**src/rvc_defs.svh**
```systemverilog
// Purpose: Offsets, field positions, reset values and timing counts for the rail-2 configuration bank
// Assumes: 100 MHz clock
// Notes:   Definitions only
`ifndef RVC_DEFS_SVH
`define RVC_DEFS_SVH

// Command codes
`define RVC_OFS_REPORT_MODE   8'h20
`define RVC_OFS_REF_COMMAND   8'h21
`define RVC_OFS_OUTPUT_TRIM   8'h22
`define RVC_OFS_CAL_OFFSET    8'h23
`define RVC_OFS_UPPER_CLAMP   8'h24
`define RVC_OFS_MARGIN_HIGH   8'h25
`define RVC_OFS_MARGIN_LOW    8'h26
`define RVC_OFS_SLEW_RATE     8'h27
`define RVC_OFS_LOAD_LINE     8'h28
`define RVC_OFS_SENSE_OPTS    8'h29
`define RVC_OFS_LOWER_CLAMP   8'h2b
`define RVC_OFS_PWM_FAULT     8'h2c
`define RVC_OFS_MISC_CONFIG   8'h35
`define RVC_OFS_INPUT_SCALE   8'h36

// Writable masks, reserved bits are zero here
`define RVC_MASK_VID9         16'h01ff
`define RVC_MASK_TRIM         16'h007f
`define RVC_MASK_BYTE         16'h00ff
`define RVC_MASK_SLEW         16'h007f
`define RVC_MASK_SENSE        16'h3fff
`define RVC_MASK_PWM_FAULT    16'h03ff
`define RVC_MASK_INPUT_SCALE  16'h03ff

// Reset value of every stored register
`define RVC_RST_VALUE         16'h0000

// Report-mode codes
`define RVC_REPORT_DIRECT     8'h40
`define RVC_REPORT_LINEAR     8'h18
`define RVC_REPORT_VID        8'h21

// Field positions
`define RVC_SYNC_DEPTH_BIT    13
`define RVC_BLANK_MSB         12
`define RVC_BLANK_LSB         9
`define RVC_FAULT_LOW_MSB     9
`define RVC_FAULT_LOW_LSB     5
`define RVC_FAULT_HIGH_MSB    4
`define RVC_FAULT_HIGH_LSB    0
`define RVC_OP_TRIGGER_BIT    7
`define RVC_OP_RESPONSE_BIT   6
`define RVC_OP_GUARD_BIT      5
`define RVC_CSUM_KEEP_BIT     4
`define RVC_TON_FRAC_BIT      3
`define RVC_WP_MODE_BIT       2
`define RVC_SLEEP_BIT         1
`define RVC_TELEM_BIT         0
`define RVC_SCALE_EXP_MSB     9
`define RVC_SCALE_EXP_LSB     8

// Weights and timing
`define RVC_TRIM_UNITY_UV     17'sd500
`define RVC_TRIM_HALF_UV      17'sd800
`define RVC_STEP_FINE_MV      4'd5
`define RVC_STEP_COARSE_MV    4'd10
`define RVC_CLK_PERIOD_NS     10
`define RVC_BLANK_LSB_NS      10
`define RVC_BLANK_CYC_PER_LSB ((`RVC_BLANK_LSB_NS + `RVC_CLK_PERIOD_NS - 1) / `RVC_CLK_PERIOD_NS)
`define RVC_HICCUP_CYC        8'd16

`endif

```
**src/rvc_pkg.sv**
```systemverilog
// Purpose: Types shared by the rail-2 configuration bank
// Assumes: Nothing
// Notes:   Constants live in rvc_defs.svh
package rvc_pkg;
	typedef struct packed {
		logic        write;
		logic [7:0]  code;
		logic [15:0] wdata;
	} rvc_cmd_t;

	typedef struct packed {
		logic        valid;
		logic        err;
		logic [15:0] data;
	} rvc_rsp_t;

	typedef enum logic [3:0] {
		RVC_SRC_BUS  = 4'h1,
		RVC_SRC_PAR  = 4'h2,
		RVC_SRC_AVS  = 4'h4,
		RVC_SRC_PROC = 4'h8
	} rvc_vid_src_t;

	typedef enum logic [1:0] {
		RVC_MARGIN_NONE = 2'h0,
		RVC_MARGIN_HIGH = 2'h1,
		RVC_MARGIN_LOW  = 2'h2
	} rvc_margin_t;

	typedef enum logic [2:0] {
		RVC_OP_IDLE    = 3'h1,
		RVC_OP_HICCUP  = 3'h2,
		RVC_OP_LATCHED = 3'h4
	} rvc_op_state_t;
endpackage

```
**src/rvc_config_regs.sv**
```systemverilog
// Purpose: Rail-2 configuration and status bank with its derived control outputs
// Assumes: Command port already decoded from the management bus, inputs synchronous
// Notes:   One request per cycle, answer on the next enabled edge
`timescale 1ns/1ps
`default_nettype none
`include "rvc_defs.svh"
module rvc_config_regs
	import rvc_pkg::*;
(
	input  wire logic         clock,
	input  wire logic         reset_n,
	input  wire logic         ce,
	input  wire logic         cmd_valid,
	input  wire rvc_cmd_t     cmd,
	output rvc_rsp_t          rsp,
	input  wire logic [1:0]   report_sel,
	input  wire rvc_vid_src_t vid_source,
	input  wire rvc_margin_t  margin_select,
	input  wire logic [8:0]   ext_vid,
	input  wire logic         divider_fitted,
	input  wire logic         vid_res_coarse,
	input  wire logic         diff_half_gain,
	input  wire logic [7:0]   adc_sense,
	input  wire logic         set_raw,
	input  wire logic         slope_switch_off,
	input  wire logic         discontinuous_conduction,
	input  wire logic         input_power_over,
	input  wire logic         input_current_over,
	input  wire logic         enable1,
	input  wire logic         enable2,
	input  wire logic         write_protect_on,
	output logic      [8:0]   ref_vid,
	output logic      [12:0]  ref_mv,
	output logic signed [16:0] trim_uv,
	output logic      [6:0]   transition_slew,
	output logic              slew_is_fast,
	output logic      [7:0]   load_line_mirror_gain,
	output logic              set_gated,
	output logic              pwm_fault,
	output logic              overpower_hiccup,
	output logic              overpower_latched,
	output logic              current_sum_signal_on,
	output logic              on_time_fraction_on,
	output logic              protect_nonvolatile_store,
	output logic              protect_operating,
	output logic              nonvolatile_store_power,
	output logic              telemetry_format_select,
	output logic      [1:0]   input_sense_exponent,
	output logic      [7:0]   input_sense_gain
);
	localparam int NREG = 13;
	localparam logic [7:0] CODES [NREG] = '{
		`RVC_OFS_REF_COMMAND, `RVC_OFS_OUTPUT_TRIM, `RVC_OFS_CAL_OFFSET, `RVC_OFS_UPPER_CLAMP,
		`RVC_OFS_MARGIN_HIGH, `RVC_OFS_MARGIN_LOW, `RVC_OFS_SLEW_RATE, `RVC_OFS_LOAD_LINE,
		`RVC_OFS_SENSE_OPTS, `RVC_OFS_LOWER_CLAMP, `RVC_OFS_PWM_FAULT, `RVC_OFS_MISC_CONFIG,
		`RVC_OFS_INPUT_SCALE};
	localparam logic [15:0] MASKS [NREG] = '{
		`RVC_MASK_VID9, `RVC_MASK_TRIM, `RVC_MASK_BYTE, `RVC_MASK_VID9,
		`RVC_MASK_VID9, `RVC_MASK_VID9, `RVC_MASK_SLEW, `RVC_MASK_BYTE,
		`RVC_MASK_SENSE, `RVC_MASK_VID9, `RVC_MASK_PWM_FAULT, `RVC_MASK_BYTE,
		`RVC_MASK_INPUT_SCALE};
	localparam int I_CMD = 0, I_TRIM = 1, I_CAL = 2, I_MAX = 3, I_MH = 4, I_ML = 5, I_SLEW = 6;
	localparam int I_LL = 7, I_SENSE = 8, I_MIN = 9, I_PWM = 10, I_MISC = 11, I_SCALE = 12;

	// Decodes a command code to a stored-register slot, used by writes and reads
	function automatic logic [4:0] rvc_slot(input logic [7:0] code);
		logic [4:0] slot;
		slot = 5'h1f;
		for (int k = 0; k < NREG; k++)
			if (code == CODES[k])
				slot = 5'(k);
		return slot;
	endfunction

	// Report byte from the selector
	function automatic logic [7:0] rvc_report(input logic [1:0] sel);
		logic [7:0] code;
		code = `RVC_REPORT_VID;
		if (sel[1])
			code = `RVC_REPORT_DIRECT;
		else if (sel[0])
			code = `RVC_REPORT_LINEAR;
		return code;
	endfunction

	logic [1:0]    rst_pipe;
	logic          rst_n;
	logic [15:0]   cfg [NREG];
	logic [4:0]    slot;
	logic          write_ok;
	logic [15:0]   next_rdata;
	logic          next_err;
	logic [8:0]    next_ref_vid;
	logic [7:0]    hiccup_cnt;
	logic          op_trip;
	rvc_op_state_t op_state;
	logic [15:0]   misc;
	logic [15:0]   sense;
	logic [15:0]   pwm_win;

	// Reset release through two flops; assertion is immediate
	always_ff @(posedge clock or negedge reset_n) begin
		if (!reset_n)
			rst_pipe <= 2'b00;
		else
			rst_pipe <= {rst_pipe[0], 1'b1};
	end
	assign rst_n = rst_pipe[1];

	assign slot     = rvc_slot(cmd.code);
	assign misc     = cfg[I_MISC];
	assign sense    = cfg[I_SENSE];
	assign pwm_win  = cfg[I_PWM];
	// Operating-memory protection blocks every write to this bank
	assign write_ok = cmd_valid && cmd.write && slot != 5'h1f && !protect_operating;

	// One storage word per register, writable bits only
	for (genvar g = 0; g < NREG; g++) begin : g_reg
		always_ff @(posedge clock or negedge rst_n) begin
			if (!rst_n)
				cfg[g] <= `RVC_RST_VALUE;
			else if (ce && write_ok && slot == 5'(g))
				cfg[g] <= cmd.wdata & MASKS[g];
		end
	end

	// Read data: stored words are already masked, report byte is computed
	always_comb begin
		next_rdata = 16'h0000;
		next_err   = 1'b0;
		if (cmd.code == `RVC_OFS_REPORT_MODE) begin
			next_rdata = {8'h00, rvc_report(report_sel)};
			next_err   = cmd.write;
		end else if (slot != 5'h1f) begin
			next_rdata = cmd.write ? 16'h0000 : cfg[slot[3:0]];
			next_err   = cmd.write && protect_operating;
		end else
			next_err = 1'b1;
	end

	// Answer one cycle after each request
	always_ff @(posedge clock or negedge rst_n) begin
		if (!rst_n)
			rsp <= '0;
		else if (ce) begin
			rsp.valid <= cmd_valid;
			rsp.err   <= cmd_valid && next_err;
			rsp.data  <= cmd_valid ? next_rdata : 16'h0000;
		end
	end

	rvc_ref_path u_ref_path (
		.mode           (vid_source),
		.margin         (margin_select),
		.cmd_vid        (cfg[I_CMD][8:0]),
		.ext_vid        (ext_vid),
		.margin_high    (cfg[I_MH][8:0]),
		.margin_low     (cfg[I_ML][8:0]),
		.vid_max        (cfg[I_MAX][8:0]),
		.vid_min        (cfg[I_MIN][8:0]),
		.divide_ratio   (sense[8:0]),
		.divider_fitted (divider_fitted),
		.cal_offset     (cfg[I_CAL][7:0]),
		.ref_vid        (next_ref_vid)
	);

	// Reference and its voltage at the selected step size
	always_ff @(posedge clock or negedge rst_n) begin
		if (!rst_n) begin
			ref_vid <= 9'h000;
			ref_mv  <= 13'h0000;
		end else if (ce) begin
			ref_vid <= next_ref_vid;
			ref_mv  <= 13'({4'h0, next_ref_vid} * (vid_res_coarse ? `RVC_STEP_COARSE_MV : `RVC_STEP_FINE_MV));
		end
	end

	// Trim weight follows the differential sense gain
	always_ff @(posedge clock or negedge rst_n) begin
		if (!rst_n)
			trim_uv <= 17'sd0;
		else if (ce)
			trim_uv <= 17'($signed(cfg[I_TRIM][6:0]) *
				(diff_half_gain ? `RVC_TRIM_HALF_UV : `RVC_TRIM_UNITY_UV));
	end

	// Slew means fast slew on the processor bus, transition slew elsewhere
	always_ff @(posedge clock or negedge rst_n) begin
		if (!rst_n) begin
			transition_slew       <= 7'h00;
			slew_is_fast          <= 1'b0;
			load_line_mirror_gain <= 8'h00;
			input_sense_exponent  <= 2'h0;
			input_sense_gain      <= 8'h00;
		end else if (ce) begin
			transition_slew       <= cfg[I_SLEW][6:0];
			slew_is_fast          <= (vid_source == RVC_SRC_PROC);
			load_line_mirror_gain <= cfg[I_LL][7:0];
			input_sense_exponent  <= cfg[I_SCALE][`RVC_SCALE_EXP_MSB:`RVC_SCALE_EXP_LSB];
			input_sense_gain      <= cfg[I_SCALE][7:0];
		end
	end

	rvc_set_gate u_set_gate (
		.clock                    (clock),
		.rst_n                    (rst_n),
		.ce                       (ce),
		.set_raw                  (set_raw),
		.depth_once               (sense[`RVC_SYNC_DEPTH_BIT]),
		.blank_time               (sense[`RVC_BLANK_MSB:`RVC_BLANK_LSB]),
		.slope_switch_off         (slope_switch_off),
		.discontinuous_conduction (discontinuous_conduction),
		.set_out                  (set_gated)
	);

	// Window compare; thresholds share the sense weight of 100 mV per count
	always_ff @(posedge clock or negedge rst_n) begin
		if (!rst_n)
			pwm_fault <= 1'b0;
		else if (ce)
			pwm_fault <= (adc_sense < {3'b000, pwm_win[`RVC_FAULT_LOW_MSB:`RVC_FAULT_LOW_LSB]}) ||
				(adc_sense > {3'b000, pwm_win[`RVC_FAULT_HIGH_MSB:`RVC_FAULT_HIGH_LSB]});
	end

	// Trigger source chosen by the trigger bit, gated by the guard enable
	assign op_trip = misc[`RVC_OP_GUARD_BIT] &&
		(misc[`RVC_OP_TRIGGER_BIT] ? input_current_over : input_power_over);

	// Overpower response: hiccup retries after a pause, latch-off holds until guard off or reset
	always_ff @(posedge clock or negedge rst_n) begin
		if (!rst_n) begin
			op_state   <= RVC_OP_IDLE;
			hiccup_cnt <= 8'h00;
		end else if (ce) begin
			case (op_state)
				RVC_OP_IDLE: begin
					if (op_trip && misc[`RVC_OP_RESPONSE_BIT])
						op_state <= RVC_OP_LATCHED;
					else if (op_trip) begin
						op_state   <= RVC_OP_HICCUP;
						hiccup_cnt <= `RVC_HICCUP_CYC;
					end
				end
				RVC_OP_HICCUP: begin
					if (!misc[`RVC_OP_GUARD_BIT] || hiccup_cnt == 8'h01)
						op_state <= RVC_OP_IDLE;
					hiccup_cnt <= hiccup_cnt - 8'h01;
				end
				RVC_OP_LATCHED: begin
					if (!misc[`RVC_OP_GUARD_BIT])
						op_state <= RVC_OP_IDLE;
				end
				default: op_state <= RVC_OP_IDLE;
			endcase
		end
	end

	// Protection flags follow the state
	always_ff @(posedge clock or negedge rst_n) begin
		if (!rst_n) begin
			overpower_hiccup  <= 1'b0;
			overpower_latched <= 1'b0;
		end else if (ce) begin
			overpower_hiccup  <= (op_state == RVC_OP_HICCUP);
			overpower_latched <= (op_state == RVC_OP_LATCHED);
		end
	end

	// Idle-time and protection controls; with both enables low the store may sleep
	always_ff @(posedge clock or negedge rst_n) begin
		if (!rst_n) begin
			current_sum_signal_on     <= 1'b0;
			on_time_fraction_on       <= 1'b0;
			protect_nonvolatile_store <= 1'b0;
			protect_operating         <= 1'b0;
			nonvolatile_store_power   <= 1'b1;
			telemetry_format_select   <= 1'b0;
		end else if (ce) begin
			current_sum_signal_on     <= enable1 || enable2 || misc[`RVC_CSUM_KEEP_BIT];
			on_time_fraction_on       <= misc[`RVC_TON_FRAC_BIT];
			protect_nonvolatile_store <= write_protect_on && !misc[`RVC_WP_MODE_BIT];
			protect_operating         <= write_protect_on && misc[`RVC_WP_MODE_BIT];
			nonvolatile_store_power   <= !(misc[`RVC_SLEEP_BIT] && !enable1 && !enable2);
			telemetry_format_select   <= misc[`RVC_TELEM_BIT];
		end
	end

	a_report_byte: assert property (@(posedge clock) disable iff (!rst_n)
		(ce && cmd_valid && !cmd.write && cmd.code == `RVC_OFS_REPORT_MODE) |=>
		(rsp.valid && rsp.data == {8'h00, ($past(report_sel[1]) ? 8'h40 : $past(report_sel[0]) ? 8'h18 : 8'h21)}))
		else $error("report byte wrong");

	a_reserved_zero: assert property (@(posedge clock) disable iff (!rst_n)
		(ce && cmd_valid && !cmd.write && slot != 5'h1f) |=>
		((rsp.data & ~$past(MASKS[slot[3:0]])) == 16'h0000))
		else $error("reserved bits read nonzero");

	a_clamp_upper: assert property (@(posedge clock) disable iff (!rst_n)
		(ce && vid_source != RVC_SRC_PROC && !divider_fitted && cfg[I_CAL][7:0] == 8'h00 &&
		cfg[I_MIN][8:0] <= cfg[I_MAX][8:0]) |=> (ref_vid <= $past(cfg[I_MAX][8:0])))
		else $error("reference above maximum");

	a_clamp_lower: assert property (@(posedge clock) disable iff (!rst_n)
		(ce && vid_source != RVC_SRC_PROC && !divider_fitted && cfg[I_CAL][7:0] == 8'h00) |=>
		(ref_vid >= $past(cfg[I_MIN][8:0])))
		else $error("reference below minimum");

	a_margin_high: assert property (@(posedge clock) disable iff (!rst_n)
		(ce && margin_select == RVC_MARGIN_HIGH && vid_source == RVC_SRC_PROC && cfg[I_CAL][7:0] == 8'h00)
		|=> (ref_vid == $past(cfg[I_MH][8:0])))
		else $error("margin-high not used");

	a_fault_window: assert property (@(posedge clock) disable iff (!rst_n)
		ce |=> (pwm_fault == ($past(adc_sense) < 8'($past(pwm_win[9:5])) ||
		$past(adc_sense) > 8'($past(pwm_win[4:0])))))
		else $error("pwm fault mismatch");

	a_guard_off: assert property (@(posedge clock) disable iff (!rst_n)
		(ce && !misc[`RVC_OP_GUARD_BIT]) ##1 ce |=> !overpower_latched && !overpower_hiccup)
		else $error("overpower active with guard off");

	a_write_block: assert property (@(posedge clock) disable iff (!rst_n)
		(ce && protect_operating && cmd_valid && cmd.write && slot == 5'(I_CMD)) |=>
		$stable(cfg[I_CMD]))
		else $error("write passed protection");

	a_sum_keep: assert property (@(posedge clock) disable iff (!rst_n)
		(ce && !enable1 && !enable2 && !misc[`RVC_CSUM_KEEP_BIT]) |=> !current_sum_signal_on)
		else $error("current sum not disabled");
endmodule // rvc_config_regs
`default_nettype wire

```
**src/rvc_ref_path.sv**
```systemverilog
// Purpose: Selects, clamps and offsets the rail-2 reference voltage ID
// Assumes: Purely combinational, registered by the caller
// Notes:   Clamp applies before the calibration offset
`timescale 1ns/1ps
`default_nettype none
module rvc_ref_path import rvc_pkg::*; (
	input  wire rvc_vid_src_t mode,
	input  wire rvc_margin_t  margin,
	input  wire logic [8:0]   cmd_vid,
	input  wire logic [8:0]   ext_vid,
	input  wire logic [8:0]   margin_high,
	input  wire logic [8:0]   margin_low,
	input  wire logic [8:0]   vid_max,
	input  wire logic [8:0]   vid_min,
	input  wire logic [8:0]   divide_ratio,
	input  wire logic         divider_fitted,
	input  wire logic [7:0]   cal_offset,
	output logic      [8:0]   ref_vid
);
	logic        [8:0]  lim_hi;
	logic        [8:0]  lim_lo;
	logic        [8:0]  request;
	logic        [8:0]  clamped;
	logic signed [10:0] sum;

	// A zero ratio would divide by zero, so it counts as no divider
	always_comb begin
		lim_hi = vid_max;
		lim_lo = vid_min;
		if (divider_fitted && divide_ratio != 9'h000) begin
			lim_hi = vid_max / divide_ratio;
			lim_lo = vid_min / divide_ratio;
		end
	end

	// Margin levels override the interface request
	always_comb begin
		case (margin)
			RVC_MARGIN_HIGH: request = margin_high;
			RVC_MARGIN_LOW:  request = margin_low;
			default:         request = (mode == RVC_SRC_BUS) ? cmd_vid : ext_vid;
		endcase
	end

	// Clamp only outside processor-bus mode, then add the signed offset and saturate
	always_comb begin
		clamped = request;
		if (mode != RVC_SRC_PROC) begin
			if (request > lim_hi)
				clamped = lim_hi;
			else if (request < lim_lo)
				clamped = lim_lo;
		end
		sum = $signed({2'b00, clamped}) + $signed({{3{cal_offset[7]}}, cal_offset});
		if (sum < 11'sd0)
			ref_vid = 9'h000;
		else if (sum > 11'sd511)
			ref_vid = 9'h1ff;
		else
			ref_vid = sum[8:0];
	end
endmodule // rvc_ref_path
`default_nettype wire

```
**src/rvc_set_gate.sv**
```systemverilog
// Purpose: Delays the set signal one or two stages and blanks it after slope-switch turn-off
// Assumes: Inputs synchronous to clock
// Notes:   Blanking runs only in discontinuous conduction
`timescale 1ns/1ps
`default_nettype none
`include "rvc_defs.svh"
module rvc_set_gate
(
	input  wire logic       clock,
	input  wire logic       rst_n,
	input  wire logic       ce,
	input  wire logic       set_raw,
	input  wire logic       depth_once,
	input  wire logic [3:0] blank_time,
	input  wire logic       slope_switch_off,
	input  wire logic       discontinuous_conduction,
	output logic            set_out
);
	localparam int unsigned CYC_PER_LSB = `RVC_BLANK_CYC_PER_LSB;

	logic       stage1;
	logic       stage2;
	logic [7:0] blank_cnt;

	// Two-stage delay line, stage choice by depth bit
	always_ff @(posedge clock or negedge rst_n) begin
		if (!rst_n) begin
			stage1 <= 1'b0;
			stage2 <= 1'b0;
		end else if (ce) begin
			stage1 <= set_raw;
			stage2 <= stage1;
		end
	end

	// Blanking counter reloaded while turn-off is high in discontinuous conduction
	always_ff @(posedge clock or negedge rst_n) begin
		if (!rst_n)
			blank_cnt <= 8'h00;
		else if (ce) begin
			if (slope_switch_off && discontinuous_conduction)
				blank_cnt <= 8'(blank_time * CYC_PER_LSB);
			else if (blank_cnt != 8'h00)
				blank_cnt <= blank_cnt - 8'h01;
		end
	end

	// Output gated by blanking
	always_ff @(posedge clock or negedge rst_n) begin
		if (!rst_n)
			set_out <= 1'b0;
		else if (ce)
			set_out <= (depth_once ? stage1 : stage2) && (blank_cnt == 8'h00);
	end

	a_blank_quiet: assert property (@(posedge clock) disable iff (!rst_n)
		(ce && blank_cnt != 8'h00) |=> !set_out)
		else $error("set passed during blanking");

	a_depth_once: assert property (@(posedge clock) disable iff (!rst_n)
		(ce && depth_once && blank_cnt == 8'h00 && $past(ce)) |=> (set_out == $past(set_raw, 2)))
		else $error("single-stage set delay wrong");
endmodule // rvc_set_gate
`default_nettype wire

```
**config.mk**
```make
export PLATFORM = sky130hd
export DESIGN_NAME = rvc_config_regs
export DESIGN_NICKNAME = d
export VERILOG_FILES = /design/src/rvc_pkg.sv /design/src/rvc_config_regs.sv /design/src/rvc_ref_path.sv /design/src/rvc_set_gate.sv
export VERILOG_INCLUDE_DIRS = /design/src
export SDC_FILE = /design/constraint.sdc
export NUM_CORES = 1
export LEC_CHECK = 0
export BUFFER_PORTS_ARGS = -buffer_cell sky130_fd_sc_hd__buf_2
export CAP_MARGIN = 10
export CORE_AREA = 2 2 178 180
export CTS_CLUSTER_DIAMETER = 60
export DETAILED_ROUTE_END_ITERATION = 8
export DIE_AREA = 0 0 180 182
export GPL_ROUTABILITY_DRIVEN = 0
export PLACE_DENSITY = 0.76
export SETUP_SLACK_MARGIN = 0.05
export SYNTH_ARGS = -nofsm -noshare
export SYNTH_HDL_FRONTEND = slang
export SYNTH_SLANG_ARGS = --single-unit
```
**constraint.sdc**
```tcl
create_clock -name clock -period 10.1 [get_ports clock]
set_input_delay 0.505 -clock clock [delete_from_list [all_inputs] [get_ports clock]]
set_output_delay 0.505 -clock clock [all_outputs]
set_load 0.005 [all_outputs]
```
After elaboration in Yosys (flattened, before gate mapping)
Index checks and enable logic that the tools add are counted.
{"block": "classes", "order_cmp": 7, "muxes": 47, "n_reduce_logical": 47, "div_mod_pow": 2, "n_addsub": 3, "multipliers": 2, "n_eq_ne": 41, "n_bitwise": 1}
{"cell": "$eq 8x6->1 const B", "n": 14}
{"cell": "$mux 16", "n": 6}
{"cell": "$mux 9", "n": 8}
{"cell": "$mux 5", "n": 13}
{"cell": "$bmux 16 s4", "n": 1}
{"cell": "$mux 8", "n": 5}
{"cell": "$logic_and 1x1->1", "n": 28}
{"cell": "$eq 5x4->1 const B", "n": 5}
{"cell": "$eq 5x3->1 const B", "n": 4}
{"cell": "$div 9x9->9", "n": 2}
{"cell": "$pmux 9 s2", "n": 1}
{"cell": "$mul 7x11->17", "n": 1}
{"cell": "$pmux 8 s2", "n": 1}
{"cell": "$sub 8x1->8 const B", "n": 2}
{"cell": "$mul 9x4->13", "n": 1}
{"cell": "$mux 3", "n": 4}
{"cell": "$add 10x8->11", "n": 1}
{"cell": "$gt 11x10->1 const B", "n": 1}
{"cell": "$lt 11x1->1 const B", "n": 1}
{"cell": "$eq 5x2->1 const B", "n": 2}
{"cell": "$mux 10", "n": 1}
{"cell": "$gt 9x9->1", "n": 1}
{"cell": "$lt 9x9->1", "n": 1}
{"cell": "$pmux 3 s3", "n": 1}
{"cell": "other kinds (29)", "n": 45}
{"block": "word_totals", "ff_bits": 233, "wordCells": 190}

Longest topological paths before layout
Gate-level depths: netlist of the first run.
{"block": "logic_depth", "depth_word": 22, "ltp_mapped": 85, "ltp_nobuf": 82}

Cells and area by module
Synthesis of the first run repeated with hierarchy kept, for this count alone.
{"block": "hier_totals", "hier_cells": 1945, "hier_area_um2": 18536.5}
{"mod": "rvc_config_regs", "cells_each": 1103, "seq_area_each_um2": 5457.7, "instances": 1, "area_each_um2": 12268.0}
{"mod": "rvc_ref_path", "cells_each": 778, "seq_area_each_um2": 0.0, "instances": 1, "area_each_um2": 5629.1}
{"mod": "rvc_set_gate", "cells_each": 64, "seq_area_each_um2": 275.3, "instances": 1, "area_each_um2": 639.4}

Worst setup path before layout of the first run
Ideal clock, no wire load.
{"block": "synth_path", "path_kind": "register to register", "from": "register cfg (netlist bit sense[6])", "to": "register ref_mv[10]", "slack_ns": -7.470, "required_time_ns": 10.036, "path_buffers": 4, "stages_incl_launch_ff": 81, "t_arrival_ns": 17.505, "period_less_slack_ns": 17.570, "cell_sequence": "dfrtp_1 nor4_2 clkbuf_1 a31oi_1 a21oi_1 ha_1 o21a_1 o211ai_1 or3_1 nand2_1 ha_1 a21oi_1 a2111oi_0 mux2i_1 inv_1 ha_1 o21ai_0 a211oi_1 (+45 left out) and3_1 o21ai_0 nand3b_1 and3_1 a22oi_1 a21oi_1 ha_1 inv_1 fa_1 inv_1 fa_1 a21o_1 a21oi_1 nor2b_1 o31a_1 o31a_1 a211oi_1 a21o_1"}
{"block": "synth_via", "elab_chain_len": 12, "word_cells_on_any_way": 17, "classes_between": "add/sub: 1; mul: 1; div: 2; order compare: 4; mux: 7; reduce/logical: 2"}
{"item": "start: declaration", "line": "rvc_config_regs.sv:88", "text": "logic [15:0] cfg [NREG];"}
{"item": "start signal: indexed assignment", "line": "rvc_config_regs.sv:121", "text": "cfg[g] <= `RVC_RST_VALUE;"}
{"item": "start signal: indexed assignment", "line": "rvc_config_regs.sv:123", "text": "cfg[g] <= cmd.wdata & MASKS[g];"}
{"item": "branches (longest 5 deep; another with $div 9x9->9)"}
{"item": "$mux 9 (*)", "line": "rvc_ref_path.sv:49", "text": "if (request > lim_hi)"}
{"item": "$mux 9 (*)", "line": "rvc_ref_path.sv:48", "text": "if (mode != RVC_SRC_PROC) begin"}
{"item": "$add 10x8->11 (*)", "line": "rvc_ref_path.sv:54", "text": "sum = $signed({2'b00, clamped}) + $signed({{3{cal_offset[7]}}, cal_offset});"}
{"item": "$gt 11x10->1", "line": "rvc_ref_path.sv:57", "text": "else if (sum > 11'sd511)"}
{"item": "$mux 9", "line": "rvc_ref_path.sv:57"}
{"item": "$mux 9 (*)", "line": "rvc_ref_path.sv:55", "text": "if (sum < 11'sd0)"}
{"item": "$mul 9x4->13 (*)", "line": "rvc_config_regs.sv:174", "text": "ref_mv <= 13'({4'h0, next_ref_vid} * (vid_res_coarse ? `RVC_STEP_COARSE_MV : `RVC_STEP_FINE_MV));"}
{"item": "end signal: assignment", "line": "rvc_config_regs.sv:174"}
{"item": "end: declaration", "line": "rvc_config_regs.sv:33", "text": "output logic [12:0] ref_mv,"}
Mark *: on every way between the ends.
A chain may end at the register's enable or synchronous reset.

Worst setup path in the final report of the first run
{"block": "layout_path", "from": "register cfg (netlist bit sense[1])", "to": "register ref_mv[11]"}
Same word-level chain as after synthesis.

==> results of run 1 <==
-- sequential cells by signal, summed over array words and instances (netlist names), 9 cells and up --
name     cells
cfg         85
pwm_win     10
ref_mv      13
ref_vid      9
rsp         16
sense       14
trim_uv     15
-- cells in the mapped netlist (17+ instances only) --
cell type / n / area [µm²]
nor3_1: 71 / 355
mux2_2: 177 / 1990
dfrtp_1: 227 / 5680
a211oi_1: 22 / 165
a31oi_1: 26 / 163
a21o_1: 29 / 218
or3_1: 18 / 113
o21ai_0: 95 / 475
inv_1: 115 / 432
nand3_1: 36 / 180
a21oi_1: 98 / 490
clkbuf_1: 81 / 304
ha_1: 192 / 2400
fa_1: 33 / 661
o211ai_1: 24 / 180
o22ai_1: 39 / 244
xor2_1: 20 / 175
and2_1: 17 / 106
nand2_1: 132 / 495
o21a_1: 33 / 248
nor2b_1: 23 / 144
nor2_1: 131 / 492
xnor2_1: 35 / 307
-- final cells by class --
class / count / share of cell area [%]
Sequential cell: 229 / 23.2
Inverter: 117 / 1.79
Clock buffer: 39 / 3.19
Tap cell: 402 / 2.03
Clock inverter: 11 / 0.424
Timing Repair Buffer: 561 / 15.9
Antenna cell: 2 / 0.0202
Multi-Input combinational cell: 1518 / 53.5
-- kinds of logic after synthesis --
group	after synthesis	share of synthesized area (%)
AOI/OAI and AO/OA	512	18.9
DFF	229	31.4
muxes	191	11.7
adders and majority gates	225	16.8
xor gates and xnor gates	55	2.63
buffers and inverters	212	4.45
and+or+nand+nor	526	14.2
other	2	0.0411
-- final timing paths --
| check | cells after the start | slack [ps] | endpoint | start |
|---|---|---|---|---|
| worst min-delay path | 2 | 200 | u_set_gate.stage1 | set_raw |
| worst min register to register | 0 | 360 | rst_pipe[1] | rst_pipe[0] |
| worst max register to register | 87 | -6860 | ref_mv[11] | sense[1] |
| min in group asynchronous | 2 | 260 | rst_pipe[1] | reset_n |
| max in group asynchronous | 2 | 7030 | cfg[100] | rst_pipe[1] |
| worst max-delay path | 87 | -6860 | ref_mv[11] | sense[1] |
-- layer usage --
layer / up-vias / share of wire, %
li1: 8195 / -
met1: 9053 / 36
met2: 1124 / 46
met3: 436 / 10
met4: 4 / 8.3
met5: - / 0.042
-- through the flow --
stage | area (µm²) | total power [W] | utilization, % | std cells
finish | 24800 | 0.00560 | 80.0 | 2879
global route | 24800 | 0.00592 | 79.9 | 2877
CTS | 24300 | 0.00526 | 78.5 | 2847
detailed placement | 22300 | 0.00395 | 72.0 | 2736
global placement | 22300 | 0.00386 | 72.0 | 2736
floorplan | 19000 | 0.00298 | - | 1958
-- where the power goes --
part           switching, W  internal, W  leakage, nW
combinational       0.00174      0.00182         8.73
sequential        0.0000575     0.000991         3.02
clock              0.000414     0.000573        0.441
-- timing repair --
action / CTS / global route
gates cloned: 4 / 0
pin swaps: 77 / 57
hold buffers: 1 / 0
endpoints found under the hold margin: 2 / 0
gates resized for setup: 123 / 48
endpoints found under the setup margin: 22 / 22
buffers inserted: 58 / 31
==> flow_summary.ini, run 1 <==
[detailed_routing]
drc = 0
drt-initial-drc-count = 2053
drt-pass1-iter-count = 7
wire_per_inst_um = 23.4
vias = 18800
final_antenna_net_count = 0
vias_per_cell = 6.53
drt_wl_total_um = 67300

[die]
fp.dieW_um = 180
die_area_mm2 = 0.0328
initial_core_util_pct = 59.0
die_h_um = 182
core_mm2 = 0.0310
rows = 65
pin_count = 158

[layout]
drive_above_1_share_pct = 41.0
final-seq-area_mm2 = 0.00574
n_fill_cell = 1806
layout_common_cells = buf_4, dfrtp_1, mux2_2
multi_input_area_mm2 = 0.0133
fin_nets = 2744
syn2layout_area_growth_pct = 35.5
layout_commonest_cell = buf_4

[synth]
synthDistinctLibCells = 89
synth_top_flop_cell = dfrtp_1
netlist_area_mm2 = 0.0183
synth_edf_count = 0
synth-async-reset-ratio_pct = 100
synth-seq-cells = 229
netlist_instances = 1952
ys_seq_area_share_pct = 31.4
yosysWarningCount = 0
syn_avg_cell_area_um2 = 9.37

[worst_setup_path]
crit_fanout = 8
endpoint_kind = flip-flop
worstPathArrival_ps = 17380
crit_type = flip-flop to flip-flop
crit_slowest_cell = or4_4
slowest_delay_ps = 560
critical_path.top_delay_family = compound AO/OA/AOI/OAI gates
cp_num_buf_inv = 19
cpMostUsedCell = buf_4
startpoint_type = flip-flop
crit_required_ps = 10530

[outcome]
status = finished, violations left
violations = negative setup slack

[sta]
tightest_slew_ps = 1190
skew_ps = 12.1
slew_headroom_pct = 19.7
worst_slack_ps = -6860
fin_hold_ws_ps = 197
totalNegativeSetupSlack_ps = -123200
hold_violations = 0
setup_viol = 22
slew_viol_final = 0
fmax_mhz = 59.0
min_period_over_period_pct = 168
post-route-min-period_ps = 16960
rsz0062_at_grt = true

[global_route]
use_met2_pct = 63.6
grt_max_degree = 83
grt_util_all_layers_pct = 39.6
grt_pass1_vias = 19100
grt_first_pass_wirelength_um = 103000
grt_util_met1_pct = 45.7
gr-total-overflow = 0
grtUsageMet3_pct = 11.5
antenna_found_initial = 5
top_usage_layer = met2

[clocking]
cts_buffers = 27
h-tree-depth = 1
cts_sinks = 229
cts_tree = done
clkTransAtPathRegs_ps = 60
clock_latency_ps = 550
cts_max_path_buffers = 3
clockRootBuffer = clkbuf_16

[worst_hold_path]
hold_class = input port to flip-flop

[placement]
dp_hpwl_um = 46000
port-buffer-count = 151
pre_cts_ws_ps = -6130

[power]
p_leak_nw = 12.2
peakVddDrop_mv = 0.233
cellPowerDensity_mw_per_mm2 = 226

[flow_run]
cap_violations = 0
Power figures use the tool's default switching activity.
==> inputs of run 2 (changes only) <==
--- a/config.mk
+++ b/config.mk
@@ -13,6 +13,7 @@
 export DETAILED_ROUTE_END_ITERATION = 8
 export DIE_AREA = 0 0 180 182
 export GPL_ROUTABILITY_DRIVEN = 0
+export MAX_ROUTING_LAYER = met4
 export PLACE_DENSITY = 0.76
 export SETUP_SLACK_MARGIN = 0.05
 export SYNTH_ARGS = -nofsm -noshare
==> flow_summary.ini, run 2 (synthesis gave the netlist of run 1 again) <==
[clocking]
clkTransAtPathRegs_ps = 60
clock_latency_ps = 550
h-tree-depth = 1
cts_max_path_buffers = 3
cts_tree = done
cts_sinks = 229
cts_buffers = 27
clockRootBuffer = clkbuf_16

[worst_setup_path]
crit_slowest_cell = or4_4
cpMostUsedCell = ha_4
crit_required_ps = 10490
crit_fanout = 8
startpoint_type = flip-flop
cp-startpoint = sense[1]
slowest_delay_ps = 560
regToRegStartpoint = sense[1]
worstPathArrival_ps = 17650
crit_type = flip-flop to flip-flop
endpoint_kind = flip-flop

[layout]
top_register = cfg
top_regs = cfg: 85 flops, rsp: 16 flops, trim_uv: 15 flops
layout_commonest_cell = buf_4
syn2layout_area_growth_pct = 36.3
stdcell_count = 2885
fin_nets = 2746
n_fill_cell = 1782
largest_register_ff_count = 85
drive_above_1_share_pct = 41.3
final_util_pct = 80.4
layout_common_cells = buf_4, dfrtp_1, mux2_2

[detailed_routing]
drt_wl_total_um = 69800
drc = 0
final_antenna_net_count = 0
drt-initial-drc-count = 2242
vias_per_cell = 6.67
drt-pass1-iter-count = 7
vias = 19300
wire_per_inst_um = 24.2

[flow_run]
cap_violations = 0

[sta]
slew_headroom_pct = 22.1
fmax_mhz = 58.0
slew_viol_final = 0
fin_hold_ws_ps = 195
setup_viol = 22
rsz0062_at_grt = true
min_period_over_period_pct = 171
hold_violations = 0
worst_slack_ps = -7160
tightest_slew_ps = 1160
skew_ps = 10.4
post-route-min-period_ps = 17260

[die]
rows = 65
core_mm2 = 0.0310
die_area_mm2 = 0.0328
die_h_um = 182
fp.dieW_um = 180
pin_count = 158
initial_core_util_pct = 59.0

[outcome]
violations = negative setup slack
status = finished, violations left

[power]
cellPowerDensity_mw_per_mm2 = 227
power_w = 0.00567
peakVddDrop_mv = 0.230
p_leak_nw = 12.2

[worst_hold_path]
hold_class = input port to flip-flop
worstHoldStart = cmd[12]

[global_route]
gr-total-overflow = 0
grt_first_pass_wirelength_um = 103000
grt_max_degree = 83
antenna_found_initial = 6
grt_pass1_vias = 19000
grt_util_all_layers_pct = 40.8

[placement]
port-buffer-count = 151
dp.cells = 2736
dp_hpwl_um = 46000
## run 2: cell count changes in the layout (fill, tap and decap cells not counted), sizes merged
cell,change
clkbuf,+1
buf,+1
diode,+4
## run 2: final timing paths
check                              end  slack (ps)  depth (start not counted)
max                         ref_mv[12]       -7160                         82
min                          sense[12]         200                          2
max reg2reg                 ref_mv[12]       -7160                         82
min reg2reg                rst_pipe[1]         360                          0
max in group asynchronous      cfg[81]        7040                          2
min in group asynchronous  rst_pipe[1]         260                          2
## run 2: through the flow
step	TNS, ps	setup slack (ps)	cell area [µm²]
global route	-138000	-7600	24900
global placement	-99530	-5740	22300
CTS	-97050	-5610	24300
detailed placement	-107350	-6130	22300
floorplan	-93640	-5490	19000
finish	-129600	-7160	24900
## run 2: timing repair
action                                 in CTS  in global routing
resized for setup                         123                 61
endpoints found under the hold margin       2                  0
pin swaps                                  77                 69
hold buffers                                1                  0
setup endpoints to repair                  22                 22
setup buffers                              58                 32
gates cloned                                4                  0
## run 2: cell type report
class,count,area [µm²],share of cell area (%)
multi-input cells,1518,13400,53.7
flip-flops and latches,229,5740,23.0
repair buffers,563,3930,15.8
clock buffers,39,791,3.17
well taps,402,503,2.02
inverters,117,443,1.78
clock inverters,11,105,0.422
diodes,6,15.0,0.0602
## run 2: routing by layer
| metal | vias to the layer above | GRT usage [%] | wire length (µm) |
|---|---|---|---|
| li1 | 8223 | - | - |
| met1 | 9157 | 45.8 | 24200 |
| met2 | 1331 | 63.5 | 31300 |
| met3 | 540 | 11.3 | 7790 |
| met4 | 0 | 28.0 | 6530 |
| met5 | - | - | 0 |
## run 2: where the power goes
group | internal (W) | switching (W) | total [W]
registers | 0.000991 | 0.0000585 | 0.00105
logic | 0.00185 | 0.00177 | 0.00362
clock network | 0.000573 | 0.000421 | 0.000994
## run 2: worst max-delay path: cells and delay by family (launching register included)
kind,cells,cell delay [ps]
simple gates,16,2580
buf+inv,11,1350
flops,1,380
xor+xnor,1,470
fa+ha+maj,13,3860
compound gates,39,7720
mux,2,650
